==> config.mk <==
export PLATFORM = sky130hd
export DESIGN_NAME = uart_channel
export DESIGN_NICKNAME = d
export VERILOG_FILES = /design/src/hdl/uart_pkg.sv /design/src/hdl/uart_channel.sv /design/src/hdl/uart_rx.sv /design/src/hdl/uart_tx.sv
export SDC_FILE = /design/constraint.sdc
export NUM_CORES = 1
export LEC_CHECK = 0
export BUFFER_PORTS_ARGS = -buffer_cell sky130_fd_sc_hd__buf_2
export CAP_MARGIN = 10
export CORE_AREA = 3 3 171 214
export CTS_CLUSTER_DIAMETER = 120
export DETAILED_ROUTE_END_ITERATION = 8
export DIE_AREA = 0 0 174 217
export GPL_TIMING_DRIVEN = 1
export SYNTH_ARGS = -nofsm -noshare
export SYNTH_HDL_FRONTEND = slang
export SYNTH_SLANG_ARGS = --single-unit
==> constraint.sdc <==
create_clock -name clock -period 6 [get_ports clock]
set_input_delay 0.3 -clock clock [delete_from_list [all_inputs] [get_ports clock]]
set_output_delay 0.3 -clock clock [all_outputs]
set_load 0.02 [all_outputs]
==> src/hdl/uart_pkg.sv <==
// constants, types and helpers shared by the serial channel files
package uart_pkg;
  // register byte offsets
  localparam logic [7:0] OFF_DATA = 8'h00;
  localparam logic [7:0] OFF_CONFIG = 8'h04;
  localparam logic [7:0] OFF_PRESCALE = 8'h08;
  localparam logic [7:0] OFF_STATUS = 8'h0C;
  localparam logic [7:0] OFF_IRQ_STATUS = 8'h10;
  localparam logic [7:0] OFF_IRQ_MASK = 8'h14;

  localparam int CFG_W = 15;
  localparam int IRQ_W = 5;
  localparam int PRESC_W = 16;
  localparam logic [CFG_W-1:0] CFG_RESET = 15'h30F3;
  localparam logic [PRESC_W-1:0] PRESC_RESET = 16'h0081;
  localparam logic [IRQ_W-1:0] IRQ_MASK_RESET = 5'h00;

  // buffer depths, typed at the level counter widths
  localparam logic [2:0] RX_DEPTH = 3'h4;
  localparam logic [1:0] TX_DEPTH = 2'h2;

  // sixteen ticks per bit; start is checked at its middle
  localparam logic [4:0] BIT_LAST = 5'h0F;
  localparam logic [4:0] HALF_BIT = 5'h07;
  localparam logic [2:0] BASE_LAST = 3'h4;

  localparam logic [1:0] RESP_OKAY = 2'h0;
  localparam logic [1:0] RESP_SLVERR = 2'h2;

  typedef enum logic [1:0] {
    MODE_NORMAL = 2'b00, MODE_ECHO = 2'b01, MODE_LOCAL = 2'b10, MODE_REMOTE = 2'b11
  } mode_e;
  typedef enum logic [1:0] {
    PAR_NONE = 2'b00, PAR_EVEN = 2'b01, PAR_ODD = 2'b10, PAR_NONE_ALT = 2'b11
  } parity_e;
  typedef enum logic [2:0] {
    SER_IDLE = 3'b000, SER_START = 3'b001, SER_DATA = 3'b010, SER_PAR = 3'b011,
    SER_STOP = 3'b100
  } serial_e;

  // configuration register layout, low bit last
  typedef struct packed {
    logic rtsOn;
    logic txEnable;
    logic rxEnable;
    logic extClock;
    mode_e mode;
    logic [4:0] stopLen;
    parity_e parity;
    logic [1:0] charLen;
  } cfg_s;

  typedef struct packed {
    logic frameErr;
    logic parityErr;
    logic overrun;
    logic txEmpty;
    logic rxReady;
  } ev_s;

  typedef struct packed {
    logic ctsAsserted;
    logic txIdle;
    logic [1:0] txLevel;
    logic [2:0] rxLevel;
  } status_s;

  function automatic logic [2:0] lastBit(logic [1:0] len);
    return 3'(BASE_LAST + 3'(len));
  endfunction

  function automatic logic hasParity(parity_e p);
    return (p == PAR_EVEN) || (p == PAR_ODD);
  endfunction

  function automatic logic parityOf(logic [7:0] d, logic [1:0] len, parity_e p);
    logic [7:0] m;
    m = 8'hFF >> (2'h3 - len);
    return (^(d & m)) ^ (p == PAR_ODD);
  endfunction

  function automatic logic isMapped(logic [7:0] a);
    return a == OFF_DATA || a == OFF_CONFIG || a == OFF_PRESCALE || a == OFF_STATUS ||
           a == OFF_IRQ_STATUS || a == OFF_IRQ_MASK;
  endfunction

  function automatic logic [31:0] mergeStrb(logic [31:0] o, logic [31:0] n, logic [3:0] s);
    logic [31:0] r;
    r = o;
    for (int i = 0; i < 4; i++) begin
      if (s[i]) r[8*i+:8] = n[8*i+:8];
    end
    return r;
  endfunction
endpackage

==> src/hdl/uart_channel.sv <==
// one asynchronous serial channel with an axi4-lite register slave
//
// Added by the designer: the register offsets and the AXI4-Lite register port.
`timescale 1ns/1ps
module uart_channel (
  // system
  input wire logic clock,
  input wire logic rst_b,
  // axi4-lite write
  input wire logic [7:0] awaddr,
  input wire logic awvalid,
  output logic awready,
  input wire logic [31:0] wdata,
  input wire logic [3:0] wstrb,
  input wire logic wvalid,
  output logic wready,
  output logic [1:0] bresp,
  output logic bvalid,
  input wire logic bready,
  // axi4-lite read
  input wire logic [7:0] araddr,
  input wire logic arvalid,
  output logic arready,
  output logic [31:0] rdata,
  output logic [1:0] rresp,
  output logic rvalid,
  input wire logic rready,
  // serial line and modem
  input wire logic rxd,
  output logic txd,
  input wire logic ctsN,
  output logic rtsN,
  input wire logic ext_baud_clock_in,
  // interrupt
  output logic irq
);
  ////////////////////////////////////////////////////////////////////////////////
  logic [1:0] rstPipe;
  logic resetN;
  uart_pkg::cfg_s cfg, next_cfg;
  logic [uart_pkg::PRESC_W-1:0] prescDiv, next_prescDiv, prescCnt, next_prescCnt;
  logic [uart_pkg::IRQ_W-1:0] irqMask, next_irqMask, irqStatus, next_irqStatus;
  logic awHave, next_awHave, wHave, next_wHave;
  logic [7:0] awAddrQ, next_awAddrQ;
  logic [31:0] wDataQ, next_wDataQ, rdataFor, merged;
  logic [3:0] wStrbQ, next_wStrbQ;
  logic next_bvalid, next_rvalid, next_irq, next_txd, extPrev;
  logic [1:0] next_bresp, next_rresp;
  logic [31:0] next_rdata;
  logic doWrite, doRead, tick, rxIn;
  logic [7:0] rxMem [4];
  logic [7:0] next_rxMem [4];
  logic [7:0] txMem [2];
  logic [7:0] next_txMem [2];
  logic [1:0] rxWr, next_rxWr, rxRd, next_rxRd;
  logic txWr, next_txWr, txRd, next_txRd;
  logic [2:0] rxCount, next_rxCount;
  logic [1:0] txCount, next_txCount;
  logic rxPush, rxPop, txPush, txStart, rxFull, txFull;
  logic txBusy, txDone, txBit, rxDone, rxParErr, rxFrameErr;
  logic [7:0] rxData;
  uart_pkg::ev_s events;
  uart_pkg::status_s status;

  // reset is released through two flops so every flop leaves reset on one edge
  always_ff @(posedge clock or negedge rst_b) begin
    if (!rst_b) rstPipe <= 2'h0;
    else rstPipe <= {rstPipe[0], 1'b1};
  end
  assign resetN = rstPipe[1];

  ////////////////////////////////////////////////////////////////////////////////
  // baud timer: one tick per sixteenth of a bit, shared by both directions
  always_comb begin
    next_prescCnt = prescCnt + 16'h0001;
    if (cfg.extClock || prescCnt >= prescDiv) next_prescCnt = 16'h0000;
  end
  assign tick = cfg.extClock ? (ext_baud_clock_in && !extPrev)
                             : (prescCnt >= prescDiv);

  always_ff @(posedge clock or negedge resetN) begin
    if (!resetN) begin
      prescCnt <= 16'h0000;
      extPrev <= 1'b0;
    end else begin
      prescCnt <= next_prescCnt;
      extPrev <= ext_baud_clock_in;
    end
  end

  ////////////////////////////////////////////////////////////////////////////////
  // receiver and transmitter share the tick and the format; in local loopback txBit feeds the receiver while txd is held high
  uart_rx rxUnit (
    .clock(clock),
    .resetN(resetN),
    .tick(tick),
    .cfg(cfg),
    .rxIn(rxIn),
    .done(rxDone),
    .data(rxData),
    .parityErr(rxParErr),
    .frameErr(rxFrameErr)
  );

  uart_tx txUnit (
    .clock(clock),
    .resetN(resetN),
    .tick(tick),
    .cfg(cfg),
    .start(txStart),
    .data(txMem[txRd]),
    .busy(txBusy),
    .done(txDone),
    .txBit(txBit)
  );

  ////////////////////////////////////////////////////////////////////////////////
  // line routing per mode; echo and remote loopback keep the cpu off the line
  always_comb begin
    unique case (cfg.mode)
      uart_pkg::MODE_LOCAL: begin
        rxIn = txBit;
        next_txd = 1'b1;
      end
      uart_pkg::MODE_ECHO: begin
        rxIn = rxd;
        next_txd = rxd;
      end
      uart_pkg::MODE_REMOTE: begin
        rxIn = 1'b1;
        next_txd = rxd;
      end
      default: begin
        rxIn = rxd;
        next_txd = txBit;
      end
    endcase
  end
  assign rtsN = !cfg.rtsOn;

  ////////////////////////////////////////////////////////////////////////////////
  // character buffers
  assign rxFull = rxCount == uart_pkg::RX_DEPTH;
  assign txFull = txCount == uart_pkg::TX_DEPTH;
  assign rxPush = rxDone && cfg.rxEnable && !rxFull;
  assign rxPop = doRead && araddr == uart_pkg::OFF_DATA && rxCount != 3'h0;
  assign txPush = doWrite && awAddrQ == uart_pkg::OFF_DATA && wStrbQ[0] && !txFull;
  // clear-to-send is checked only between characters, never mid-frame
  assign txStart = !txBusy && txCount != 2'h0 && cfg.txEnable && !ctsN &&
                   (cfg.mode == uart_pkg::MODE_NORMAL || cfg.mode == uart_pkg::MODE_LOCAL);

  always_comb begin
    next_rxMem = rxMem;
    next_txMem = txMem;
    next_rxWr = rxWr;
    next_rxRd = rxRd;
    next_txWr = txWr;
    next_txRd = txRd;
    if (rxPush) begin
      next_rxMem[rxWr] = rxData;
      next_rxWr = rxWr + 2'h1;
    end
    if (rxPop) next_rxRd = rxRd + 2'h1;
    if (txPush) begin
      next_txMem[txWr] = wDataQ[7:0];
      next_txWr = !txWr;
    end
    if (txStart) next_txRd = !txRd;
    next_rxCount = rxCount + 3'(rxPush) - 3'(rxPop);
    next_txCount = txCount + 2'(txPush) - 2'(txStart);
  end

  always_ff @(posedge clock or negedge resetN) begin
    if (!resetN) begin
      rxMem <= '{default: 8'h00};
      txMem <= '{default: 8'h00};
      rxWr <= 2'h0;
      rxRd <= 2'h0;
      txWr <= 1'b0;
      txRd <= 1'b0;
      rxCount <= 3'h0;
      txCount <= 2'h0;
    end else begin
      rxMem <= next_rxMem;
      txMem <= next_txMem;
      rxWr <= next_rxWr;
      rxRd <= next_rxRd;
      txWr <= next_txWr;
      txRd <= next_txRd;
      rxCount <= next_rxCount;
      txCount <= next_txCount;
    end
  end

  ////////////////////////////////////////////////////////////////////////////////
  // events and status
  always_comb begin
    events.rxReady = rxPush;
    events.txEmpty = txDone && txCount == 2'h0;
    events.overrun = rxDone && cfg.rxEnable && rxFull;
    events.parityErr = rxDone && cfg.rxEnable && rxParErr;
    events.frameErr = rxDone && cfg.rxEnable && rxFrameErr;
    status.ctsAsserted = !ctsN;
    status.txIdle = !txBusy && txCount == 2'h0;
    status.txLevel = txCount;
    status.rxLevel = rxCount;
  end

  ////////////////////////////////////////////////////////////////////////////////
  // axi4-lite slave; address and data may arrive in either order
  assign awready = !awHave;
  assign wready = !wHave;
  assign arready = !rvalid;
  assign doWrite = awHave && wHave && !bvalid;
  assign doRead = arvalid && arready;

  always_comb begin
    case (araddr)
      uart_pkg::OFF_DATA: rdataFor = 32'(rxMem[rxRd]);
      uart_pkg::OFF_CONFIG: rdataFor = 32'(cfg);
      uart_pkg::OFF_PRESCALE: rdataFor = 32'(prescDiv);
      uart_pkg::OFF_STATUS: rdataFor = 32'(status);
      uart_pkg::OFF_IRQ_STATUS: rdataFor = 32'(irqStatus);
      uart_pkg::OFF_IRQ_MASK: rdataFor = 32'(irqMask);
      default: rdataFor = 32'h00000000;
    endcase
  end

  always_comb begin
    next_awHave = awHave;
    next_wHave = wHave;
    next_awAddrQ = awAddrQ;
    next_wDataQ = wDataQ;
    next_wStrbQ = wStrbQ;
    next_bvalid = bvalid && !bready;
    next_bresp = bresp;
    next_rvalid = rvalid && !rready;
    next_rresp = rresp;
    next_rdata = rdata;
    next_cfg = cfg;
    next_prescDiv = prescDiv;
    next_irqMask = irqMask;
    next_irqStatus = irqStatus;
    merged = 32'h00000000;
    if (awvalid && awready) begin
      next_awHave = 1'b1;
      next_awAddrQ = awaddr;
    end
    if (wvalid && wready) begin
      next_wHave = 1'b1;
      next_wDataQ = wdata;
      next_wStrbQ = wstrb;
    end
    if (doWrite) begin
      next_awHave = 1'b0;
      next_wHave = 1'b0;
      next_bvalid = 1'b1;
      next_bresp = uart_pkg::RESP_OKAY;
      if (!uart_pkg::isMapped(awAddrQ) || (awAddrQ == uart_pkg::OFF_DATA && txFull)) begin
        next_bresp = uart_pkg::RESP_SLVERR;
      end
      unique case (awAddrQ)
        uart_pkg::OFF_CONFIG: begin
          merged = uart_pkg::mergeStrb(32'(cfg), wDataQ, wStrbQ);
          next_cfg = uart_pkg::cfg_s'(merged[uart_pkg::CFG_W-1:0]);
        end
        uart_pkg::OFF_PRESCALE: begin
          merged = uart_pkg::mergeStrb(32'(prescDiv), wDataQ, wStrbQ);
          next_prescDiv = merged[uart_pkg::PRESC_W-1:0];
        end
        uart_pkg::OFF_IRQ_MASK: begin
          merged = uart_pkg::mergeStrb(32'(irqMask), wDataQ, wStrbQ);
          next_irqMask = merged[uart_pkg::IRQ_W-1:0];
        end
        uart_pkg::OFF_IRQ_STATUS: begin
          if (wStrbQ[0]) next_irqStatus = irqStatus & ~wDataQ[uart_pkg::IRQ_W-1:0];
        end
        default: merged = 32'h00000000;
      endcase
    end
    // a new event beats a clear written in the same cycle
    next_irqStatus = next_irqStatus | events;
    if (doRead) begin
      next_rvalid = 1'b1;
      next_rdata = rdataFor;
      next_rresp = uart_pkg::isMapped(araddr) ? uart_pkg::RESP_OKAY : uart_pkg::RESP_SLVERR;
    end
    next_irq = |(irqStatus & irqMask);
  end

  always_ff @(posedge clock or negedge resetN) begin
    if (!resetN) begin
      awHave <= 1'b0;
      wHave <= 1'b0;
      awAddrQ <= 8'h00;
      wDataQ <= 32'h00000000;
      wStrbQ <= 4'h0;
      bvalid <= 1'b0;
      bresp <= uart_pkg::RESP_OKAY;
      rvalid <= 1'b0;
      rresp <= uart_pkg::RESP_OKAY;
      rdata <= 32'h00000000;
      cfg <= uart_pkg::CFG_RESET;
      prescDiv <= uart_pkg::PRESC_RESET;
      irqMask <= uart_pkg::IRQ_MASK_RESET;
      irqStatus <= 5'h00;
      irq <= 1'b0;
      txd <= 1'b1;
    end else begin
      awHave <= next_awHave;
      wHave <= next_wHave;
      awAddrQ <= next_awAddrQ;
      wDataQ <= next_wDataQ;
      wStrbQ <= next_wStrbQ;
      bvalid <= next_bvalid;
      bresp <= next_bresp;
      rvalid <= next_rvalid;
      rresp <= next_rresp;
      rdata <= next_rdata;
      cfg <= next_cfg;
      prescDiv <= next_prescDiv;
      irqMask <= next_irqMask;
      irqStatus <= next_irqStatus;
      irq <= next_irq;
      txd <= next_txd;
    end
  end

  ////////////////////////////////////////////////////////////////////////////////
  a_ext_tick: assert property (@(posedge clock) disable iff (!resetN)
    (cfg.extClock && !ext_baud_clock_in) |-> ##1 (tick == ext_baud_clock_in))
    else $error("external baud edge did not make exactly one tick");
  a_presc_gap: assert property (@(posedge clock) disable iff (!resetN)
    (!cfg.extClock && tick && prescDiv != 16'h0000 && $stable(prescDiv)) |=> !tick)
    else $error("prescaler ticked on consecutive cycles");
  a_rx_level: assert property (@(posedge clock) disable iff (!resetN)
    (rxPush && !rxPop) |=> rxCount == $past(rxCount) + 3'h1)
    else $error("received character not buffered");
  a_tx_level: assert property (@(posedge clock) disable iff (!resetN)
    txCount <= uart_pkg::TX_DEPTH && rxCount <= uart_pkg::RX_DEPTH)
    else $error("buffer level beyond depth");
  a_overrun_drop: assert property (@(posedge clock) disable iff (!resetN)
    (rxDone && cfg.rxEnable && rxFull && !rxPop) |=> rxFull && irqStatus[2])
    else $error("overrun not flagged or character not dropped");
  a_cts_gate: assert property (@(posedge clock) disable iff (!resetN)
    txStart |-> !ctsN ##1 txBusy)
    else $error("transmitter started without clear-to-send");
  a_echo_path: assert property (@(posedge clock) disable iff (!resetN)
    (cfg.mode == uart_pkg::MODE_ECHO) |=> txd == $past(rxd))
    else $error("echo mode did not mirror the receive line");
  a_local_quiet: assert property (@(posedge clock) disable iff (!resetN)
    (cfg.mode == uart_pkg::MODE_LOCAL) [*2] |-> txd)
    else $error("line not idle during local loopback");
  a_irq_level: assert property (@(posedge clock) disable iff (!resetN)
    (events.parityErr && irqMask[3]) |=> ##1 irq)
    else $error("unmasked parity error did not raise interrupt");
endmodule // uart_channel

==> src/hdl/uart_rx.sv <==
// serial receiver: sixteen-times sampling, parity and framing checks
`timescale 1ns/1ps
module uart_rx (
  // clock and reset
  input wire logic clock,
  input wire logic resetN,
  // timing and format
  input wire logic tick,
  input wire uart_pkg::cfg_s cfg,
  // serial in
  input wire logic rxIn,
  // character out
  output logic done,
  output logic [7:0] data,
  output logic parityErr,
  output logic frameErr
);
  uart_pkg::serial_e state, next_state;
  logic [4:0] ticks, next_ticks;
  logic [2:0] bitIdx, next_bitIdx;
  logic [7:0] next_data;
  logic next_done, next_parityErr, next_frameErr;
  logic bitEnd;

  assign bitEnd = tick && ticks == uart_pkg::BIT_LAST;

  always_comb begin
    next_state = state;
    next_ticks = ticks;
    next_bitIdx = bitIdx;
    next_data = data;
    next_done = 1'b0;
    next_parityErr = parityErr;
    next_frameErr = frameErr;
    if (tick) next_ticks = ticks + 5'h01;
    unique case (state)
      uart_pkg::SER_IDLE: begin
        next_ticks = 5'h00;
        if (tick && !rxIn) begin
          next_state = uart_pkg::SER_START;
          next_data = 8'h00;
          next_parityErr = 1'b0;
        end
      end
      // a start that is gone by mid-bit is taken as a glitch
      uart_pkg::SER_START: if (tick && ticks == uart_pkg::HALF_BIT) begin
        next_ticks = 5'h00;
        next_bitIdx = 3'h0;
        next_state = rxIn ? uart_pkg::SER_IDLE : uart_pkg::SER_DATA;
      end
      uart_pkg::SER_DATA: if (bitEnd) begin
        next_ticks = 5'h00;
        next_data[bitIdx] = rxIn;
        if (bitIdx == uart_pkg::lastBit(cfg.charLen)) begin
          next_state = uart_pkg::hasParity(cfg.parity) ? uart_pkg::SER_PAR : uart_pkg::SER_STOP;
        end else begin
          next_bitIdx = bitIdx + 3'h1;
        end
      end
      uart_pkg::SER_PAR: if (bitEnd) begin
        next_ticks = 5'h00;
        next_state = uart_pkg::SER_STOP;
        next_parityErr = rxIn != uart_pkg::parityOf(data, cfg.charLen, cfg.parity);
      end
      uart_pkg::SER_STOP: if (bitEnd) begin
        next_state = uart_pkg::SER_IDLE;
        next_done = 1'b1;
        next_frameErr = !rxIn;
      end
      default: next_state = uart_pkg::SER_IDLE;
    endcase
  end

  always_ff @(posedge clock or negedge resetN) begin
    if (!resetN) begin
      state <= uart_pkg::SER_IDLE;
      ticks <= 5'h00;
      bitIdx <= 3'h0;
      data <= 8'h00;
      done <= 1'b0;
      parityErr <= 1'b0;
      frameErr <= 1'b0;
    end else begin
      state <= next_state;
      ticks <= next_ticks;
      bitIdx <= next_bitIdx;
      data <= next_data;
      done <= next_done;
      parityErr <= next_parityErr;
      frameErr <= next_frameErr;
    end
  end

  a_no_parity: assert property (@(posedge clock) disable iff (!resetN)
    (state == uart_pkg::SER_IDLE && !rxIn && tick) |=> !parityErr)
    else $error("parity error not cleared at start of character");
endmodule // uart_rx

==> src/hdl/uart_tx.sv <==
// serial transmitter: start, 5 to 8 data bits, optional parity, timed stop
`timescale 1ns/1ps
module uart_tx (
  // clock and reset
  input wire logic clock,
  input wire logic resetN,
  // timing and format
  input wire logic tick,
  input wire uart_pkg::cfg_s cfg,
  // character in
  input wire logic start,
  input wire logic [7:0] data,
  // serial out
  output logic busy,
  output logic done,
  output logic txBit
);
  uart_pkg::serial_e state, next_state;
  logic [4:0] ticks, next_ticks;
  logic [2:0] bitIdx, next_bitIdx;
  logic [7:0] shift, next_shift;
  logic next_done;
  logic bitEnd;

  assign bitEnd = tick && ticks == uart_pkg::BIT_LAST;
  assign busy = state != uart_pkg::SER_IDLE;

  always_comb begin
    next_state = state;
    next_ticks = ticks;
    next_bitIdx = bitIdx;
    next_shift = shift;
    next_done = 1'b0;
    if (tick) next_ticks = ticks + 5'h01;
    unique case (state)
      uart_pkg::SER_IDLE: begin
        next_ticks = 5'h00;
        if (start) begin
          next_state = uart_pkg::SER_START;
          next_shift = data;
        end
      end
      uart_pkg::SER_START: if (bitEnd) begin
        next_state = uart_pkg::SER_DATA;
        next_ticks = 5'h00;
        next_bitIdx = 3'h0;
      end
      uart_pkg::SER_DATA: if (bitEnd) begin
        next_ticks = 5'h00;
        if (bitIdx == uart_pkg::lastBit(cfg.charLen)) begin
          next_state = uart_pkg::hasParity(cfg.parity) ? uart_pkg::SER_PAR : uart_pkg::SER_STOP;
        end else begin
          next_bitIdx = bitIdx + 3'h1;
        end
      end
      uart_pkg::SER_PAR: if (bitEnd) begin
        next_state = uart_pkg::SER_STOP;
        next_ticks = 5'h00;
      end
      // stop lasts stopLen+1 sixteenths, one to thirty-two
      uart_pkg::SER_STOP: if (tick && ticks == cfg.stopLen) begin
        next_state = uart_pkg::SER_IDLE;
        next_done = 1'b1;
      end
      default: next_state = uart_pkg::SER_IDLE;
    endcase
  end

  always_comb begin
    unique case (state)
      uart_pkg::SER_START: txBit = 1'b0;
      uart_pkg::SER_DATA: txBit = shift[bitIdx];
      uart_pkg::SER_PAR: txBit = uart_pkg::parityOf(shift, cfg.charLen, cfg.parity);
      default: txBit = 1'b1;
    endcase
  end

  always_ff @(posedge clock or negedge resetN) begin
    if (!resetN) begin
      state <= uart_pkg::SER_IDLE;
      ticks <= 5'h00;
      bitIdx <= 3'h0;
      shift <= 8'h00;
      done <= 1'b0;
    end else begin
      state <= next_state;
      ticks <= next_ticks;
      bitIdx <= next_bitIdx;
      shift <= next_shift;
      done <= next_done;
    end
  end

  a_stop_length: assert property (@(posedge clock) disable iff (!resetN)
    (state == uart_pkg::SER_STOP && tick && ticks == cfg.stopLen) |=> done && !busy)
    else $error("stop interval did not end at programmed length");
endmodule // uart_tx

==> flow_summary.yaml, run 1 <==
finish:
  syn2layout_area_growth_pct: 14.1
  diodes: 0
  drive_gt1_share_pct: 22.4
  n_fill_cell: 3472
  fin_nets: 1088
  stdcell_count: 1475
route:
  drc: 0
  vias: 7057
  drtIter0Drc: 474
  met3_length_um: 987
  drt_first_pass_iters: 8
  vias_per_cell: 4.78
  wl_met2_um: 11900
  drt.antenna.violating_nets: 0
  avgRoutedWirePerCell_um: 16.1
  routed_wl_um: 23800
  top_layer: "met5"
  wl_met1_um: 10500
timing:
  fmax_ghz: 0.332
  clock_skew_ns: 0.00763
  drv_slew: 0
  hold_viol_final: 0
  max_slew.worst_pin.slew_ns: 0.994
  slew-limit-headroom_pct: 33.4
  rsz0062_at_grt: "false"
  setup_viol: 0
  post-route-period-util_pct: 50.2
  finalCriticalPeriod_ns: 3.01
  tns_ns: 0
  setup_ws_ns: 2.99
die:
  ios: 106
  core-area_um2: 34600
  dieArea_um2: 37800
  die_h_um: 217
  initial_utilization_pct: 29.9
  rows: 76
  fp.dieW_um: 174
synth:
  synthFlopType: "dfrtp_1"
  synthCells: 931
  ys_top_cells_by_area: "dfrtp_1, mux2_2, ha_1"
  async_reset_ff_share_pct: 100
  synth_edf_count: 0
  synth_largest_area_cell: "dfrtp_1"
  synth.top_cell.area_share_pct: 48.4
  yosysSeqAreaShare_pct: 51.2
  avgSynthCellArea_um2: 11.1
  synth.distinct_cells: 69
  synth_common_cells: "dfrtp_1, nand2_1, mux2_2"
  synth-seq-cells: 211
  synth_warnings: 0
  syn-cell-area_um2: 10300
  yosysMostFrequentCell: "dfrtp_1"
critical_path:
  crit_chain: "inv_1 > ha_1 > o211ai_1 > a31o_2 > a221oi_4 > buf_4 > nand2_1 > a221oi_1 > a211oi_1"
  max_stage_delay_ns: 0.62
  path_depth: 9
  cp_max_fo: 31
  cp.required_ns: 6.35
  critPathLaunchType: "flop"
  timing_worst_setup_path_type: "flop to flop"
  cp_top_family: "compound AO/OA/AOI/OAI gates"
  cp.arrival_ns: 3.36
  critPathSlowestCell: "a221oi_1"
  path_buf_inv: 2
  crit_path_end_kind: "flop"
  r2r_cells: 9
power_and_ir_drop:
  clkPwrFrac_pct: 30.0
  peakVddDrop_mv: 0.168
  switching_share_pct: 33.8
  leakagePower_nw: 5.44
  p_int_mw: 3.01
  power_frac_comb_pct: 26.1
  p_sw_mw: 1.54
  pwr-share-seq_pct: 43.9
  power_density_nw_per_um2: 385
clock_network:
  htreeDepth: 1
  clk_latency_ns: 0.50
  clockRootBuffer: "clkbuf_16"
  clk_pin_slew_ns: 0.06
  clock-sinks: 211
  clockBufferDepth: 3
  numCtsBuffers: 22
  cts_tree: "done"
global_routing:
  antenna_found_initial: 1
  grt_pass1_vias: 7140
  grt_usage_pct: 12.6
  grt_max_degree: 154
  grt_pass1_wl_um: 38800
  grt_overflow: 0
place:
  gp_congestion: 0.770
  dp_hpwl_um: 17000
  dp_cells: 1432
  io_buffers: 69
  dp_slack_ns: 2.94
outcome:
  run_status: "complete, no violations"
job:
  cap_violations: 0
hold_path:
  hp-class: "input port to flop"
  min_path_cells: 3
-- kinds of logic after synthesis --
logic type	Yosys count	share of synthesized area, %
AO/OA/AOI/OAI	151	9.36
XOR/XNOR	53	4.62
adder cells (fa/ha/maj)	33	4.06
buffers and inverters	117	5.63
flip-flops	211	51.2
multiplexers	119	14.0
other	2	0.0726
AND/OR/NAND/NOR	245	11.1
-- worst paths after layout --
check                            startpoint               to  slack (ns)
max in group asynchronous        rstPipe[1]         rxMem[1]        4.28
worst max register to register  prescDiv[7]  rxUnit.ticks[4]        2.99
worst max-delay path            prescDiv[7]  rxUnit.ticks[4]        2.99
worst min-delay path                 wvalid            wHave        0.03
min in group asynchronous             rst_b       rstPipe[0]        0.11
worst min register to register   rstPipe[0]       rstPipe[1]        0.35
-- power by group through the flow --
stage	registers (mW)	clock network [mW]	logic, mW
after floorplan	1.89	0	0.990
after global placement	2.01	0	1.15
after detailed placement	2.02	0	1.17
after CTS	2.00	1.41	1.18
after global routing	2.04	1.46	1.33
final	2.00	1.37	1.19
-- stage by stage --
stage	instance area, µm²	utilization, %	hold WS [ns]	total power, mW
3_3_place_gp	11000	31.9	0.0869	3.16
3_5_place_dp	11000	31.9	0.0894	3.19
6_report	11800	34.1	0.0250	4.55
2_1_floorplan	10400	-	0.00441	2.89
4_1_cts	11800	34.1	0.00572	4.58
5_1_grt	11800	34.1	0.0165	4.83
-- cell usage in the layout, fill, tap and decap left out, types with 5 or more instances in the layout --
cell type	synthesis	final
buf_2	5	69
ha_1	32	32
nor2b_1	9	8
dfstp_2	11	11
xnor2_1	31	31
mux2i_1	18	18
clkbuf_8	4	6
clkbuf_1	23	6
inv_1	62	62
nor3_1	16	16
conb_1	2	19
dfrtp_1	200	199
a21oi_1	18	18
nand3_1	20	20
and3_1	13	13
nand4_1	6	6
o21ai_0	72	72
a31oi_1	6	6
clkbuf_16	0	23
xor2_1	21	21
mux4_2	10	10
a222oi_1	12	12
nand2_1	100	100
nor2_1	55	55
mux2_2	90	90
o31ai_1	5	5
-- flip-flops by register name, summed over array words and instances, names as in the netlist, 5 cells and up --
signal and count:
txUnit.shift 8, irqStatus 5, txMem 16, txUnit.ticks 5, rxUnit.ticks 5, cfg 15, wDataQ 16, rxUnit.data 8
irqMask 5, prescCnt 16, rxMem 32, rdata 16, prescDiv 16, awAddrQ 8
-- per-layer routing --
metal | up-vias | global-route usage (%)
li1 | 3337 | -
met1 | 3548 | 16.3
met2 | 143 | 22.0
met3 | 27 | 1.97
met4 | 2 | 3.06
met5 | - | 0
-- tightest hold or removal path: stages --
cell    delay [ns]
buf_2         0.08
nor2_1        0.03
nor2_1        0.07
-- cell type report --
cell class | instances | area [µm²] | area share, %
sequential | 211 | 5300 | 44.9
multi-input combinational | 620 | 4550 | 38.5
inverter | 62 | 233 | 1.97
clock inverter | 3 | 40.0 | 0.339
tap | 468 | 586 | 4.96
clock buffer | 35 | 681 | 5.77
timing repair buffer | 76 | 420 | 3.56
-- repair_timing --
action                     CTS  global route
hold buffers                 4             0
setup endpoints to repair    0             0
buffers inserted             0             0
hold endpoints to repair     5             0
resized for setup            0             0
Power figures use the tool's default switching activity.
==> inputs of run 2 (changes only) <==
==> constraint.sdc (replaced) <==
create_clock -name clock -period 2.5 [get_ports clock]
set_input_delay 0.125 -clock clock [delete_from_list [all_inputs] [get_ports clock]]
set_output_delay 0.125 -clock clock [all_outputs]
set_load 0.02 [all_outputs]
==> run 2 against run 1 <==
Effect of this change: clock skew is 0.013 ns higher; register-to-register slack worse by 3.0 ns; maximum frequency is 21% higher; power grew to 2.6 times the previous value; largest cell class unchanged.
==> flow_summary.yaml, run 2 (same netlist as run 1, synthesis figures left out) <==
finish:
  largest_register: "rxMem"
  mostFrequentLayoutCells: "dfrtp_1, nand2_1, mux2_2, buf_2, o21ai_0"
  diodes: 0
  stdcell_count: 1573
  syn2layout_area_growth_pct: 23.4
  drive_gt1_share_pct: 28.4
  finish.instance_area_um2: 12800
  layout_commonest_cell: "dfrtp_1"
  fin_nets: 1184
  n_fill_cell: 3398
  fin_util_pct: 36.9
  largest_reg_flops: 32
clock_network:
  clk_pin_slew_ns: 0.06
  clock-sinks: 211
  numCtsBuffers: 23
  clockBufferDepth: 3
  clockRootBuffer: "clkbuf_16"
  cts_tree: "done"
  clk_latency_ns: 0.52
  htreeDepth: 1
power_and_ir_drop:
  p_total_mw: 11.6
  peakVddDrop_mv: 0.406
  power_density_nw_per_um2: 910
  leakagePower_nw: 5.93
route:
  routed_wl_um: 25400
  drt_first_pass_iters: 7
  drc: 0
  vias: 7403
  vias_per_cell: 4.71
  avgRoutedWirePerCell_um: 16.1
  drt.antenna.violating_nets: 0
  drtIter0Drc: 470
timing:
  timing.hold.ws_ns: 0.121
  max_slew.worst_pin.slew_ns: 0.867
  finalCriticalPeriod_ns: 2.48
  clock_skew_ns: 0.0202
  rsz0062_at_grt: "true"
  setup_ws_ns: 0.0167
  drv_slew: 0
  hold_viol_final: 0
  setup_viol: 0
  post-route-period-util_pct: 99.3
  slew-limit-headroom_pct: 42.1
  tns_ns: 0
  fmax_ghz: 0.403
die:
  rows: 76
  initial_utilization_pct: 29.9
  die_h_um: 217
  ios: 106
  dieArea_um2: 37800
  fp.dieW_um: 174
  core-area_um2: 34600
place:
  gp_congestion: 0.802
  dp_hpwl_um: 18100
  dp_cells: 1494
  io_buffers: 69
  post_dp_cell_area_um2: 11500
  dp_slack_ns: -0.164
global_routing:
  grt_pass1_wl_um: 40800
  antenna_found_initial: 0
  grt_usage_pct: 13.3
  grt_pass1_vias: 7514
  grt_overflow: 0
  grt_max_degree: 81
critical_path:
  critPathLaunchType: "flop"
  cp.required_ns: 2.91
  timing_worst_setup_path_type: "flop to flop"
  cp.arrival_ns: 2.90
  cp_max_fo: 6
  r2r_cells: 10
  crit_path_end_kind: "flop"
hold_path:
  min_path_cells: 5
  hp-class: "input port to flop"
job:
  cap_violations: 0
outcome:
  run_status: "complete, no violations"
[run 2: per-layer routing]
layer | track usage (%) | share of wire, % | up-vias | routed length [µm]
li1 | - | - | 3527 | -
met1 | 16.6 | 43 | 3714 | 11000
met2 | 24.0 | 52 | 142 | 13100
met3 | 1.90 | 3.4 | 20 | 850
met4 | 3.89 | 1.7 | 0 | 439
met5 | 0 | 0 | - | 0
[run 2: where the power goes]
group | switching (mW) | total (mW) | leakage, nW | internal, mW
combinational | 1.85 | 3.53 | 2.84 | 1.69
sequential | 0.727 | 4.76 | 2.74 | 4.04
clock | 1.39 | 3.32 | 0.349 | 1.93
total | 3.96 | 11.6 | 5.93 | 7.65
[run 2: worst max-delay path: stages, from the launching register on]
cell      delay, ns
dfstp_2        0.53
inv_2          0.04
ha_4           0.26
o211ai_1       0.08
a31o_2         0.25
a221oi_4       0.29
buf_12         0.16
nand4_1        0.17
buf_4          0.20
or3_1          0.31
o31ai_1        0.07
[run 2: path summary, 6_finish.rpt]
check | startpoint | endpoint | slack, ns
worst min-delay path | araddr[6] | rdata[1] | 0.12
worst max-delay path | prescDiv[7] | rxUnit.data[7] | 0.02
max in group asynchronous | rstPipe[1] | cfg[13] | 1.41
worst min register to register | rstPipe[1] | wDataQ[1] | 0.24
worst max register to register | prescDiv[7] | rxUnit.data[7] | 0.02
min in group asynchronous | rstPipe[1] | wDataQ[1] | 0.24
[run 2: timing repair]
item | CTS | global route
buffers inserted | 2 | 3
pin swaps | 4 | 10
resized for setup | 13 | 21
setup endpoints to repair | 30 | 33
hold buffers | 34 | 0
gates cloned | 0 | 0
endpoints found under the hold margin | 34 | 0
[run 2: final cells by class]
cell class	count	area [µm²]	area share (%)
clock buffers	35	661	5.17
clock inverters	6	67.6	0.529
inverters	62	233	1.82
well taps	468	586	4.59
flip-flops and latches	211	5300	41.5
multi-input cells	620	4680	36.6
repair buffers	171	1250	9.76
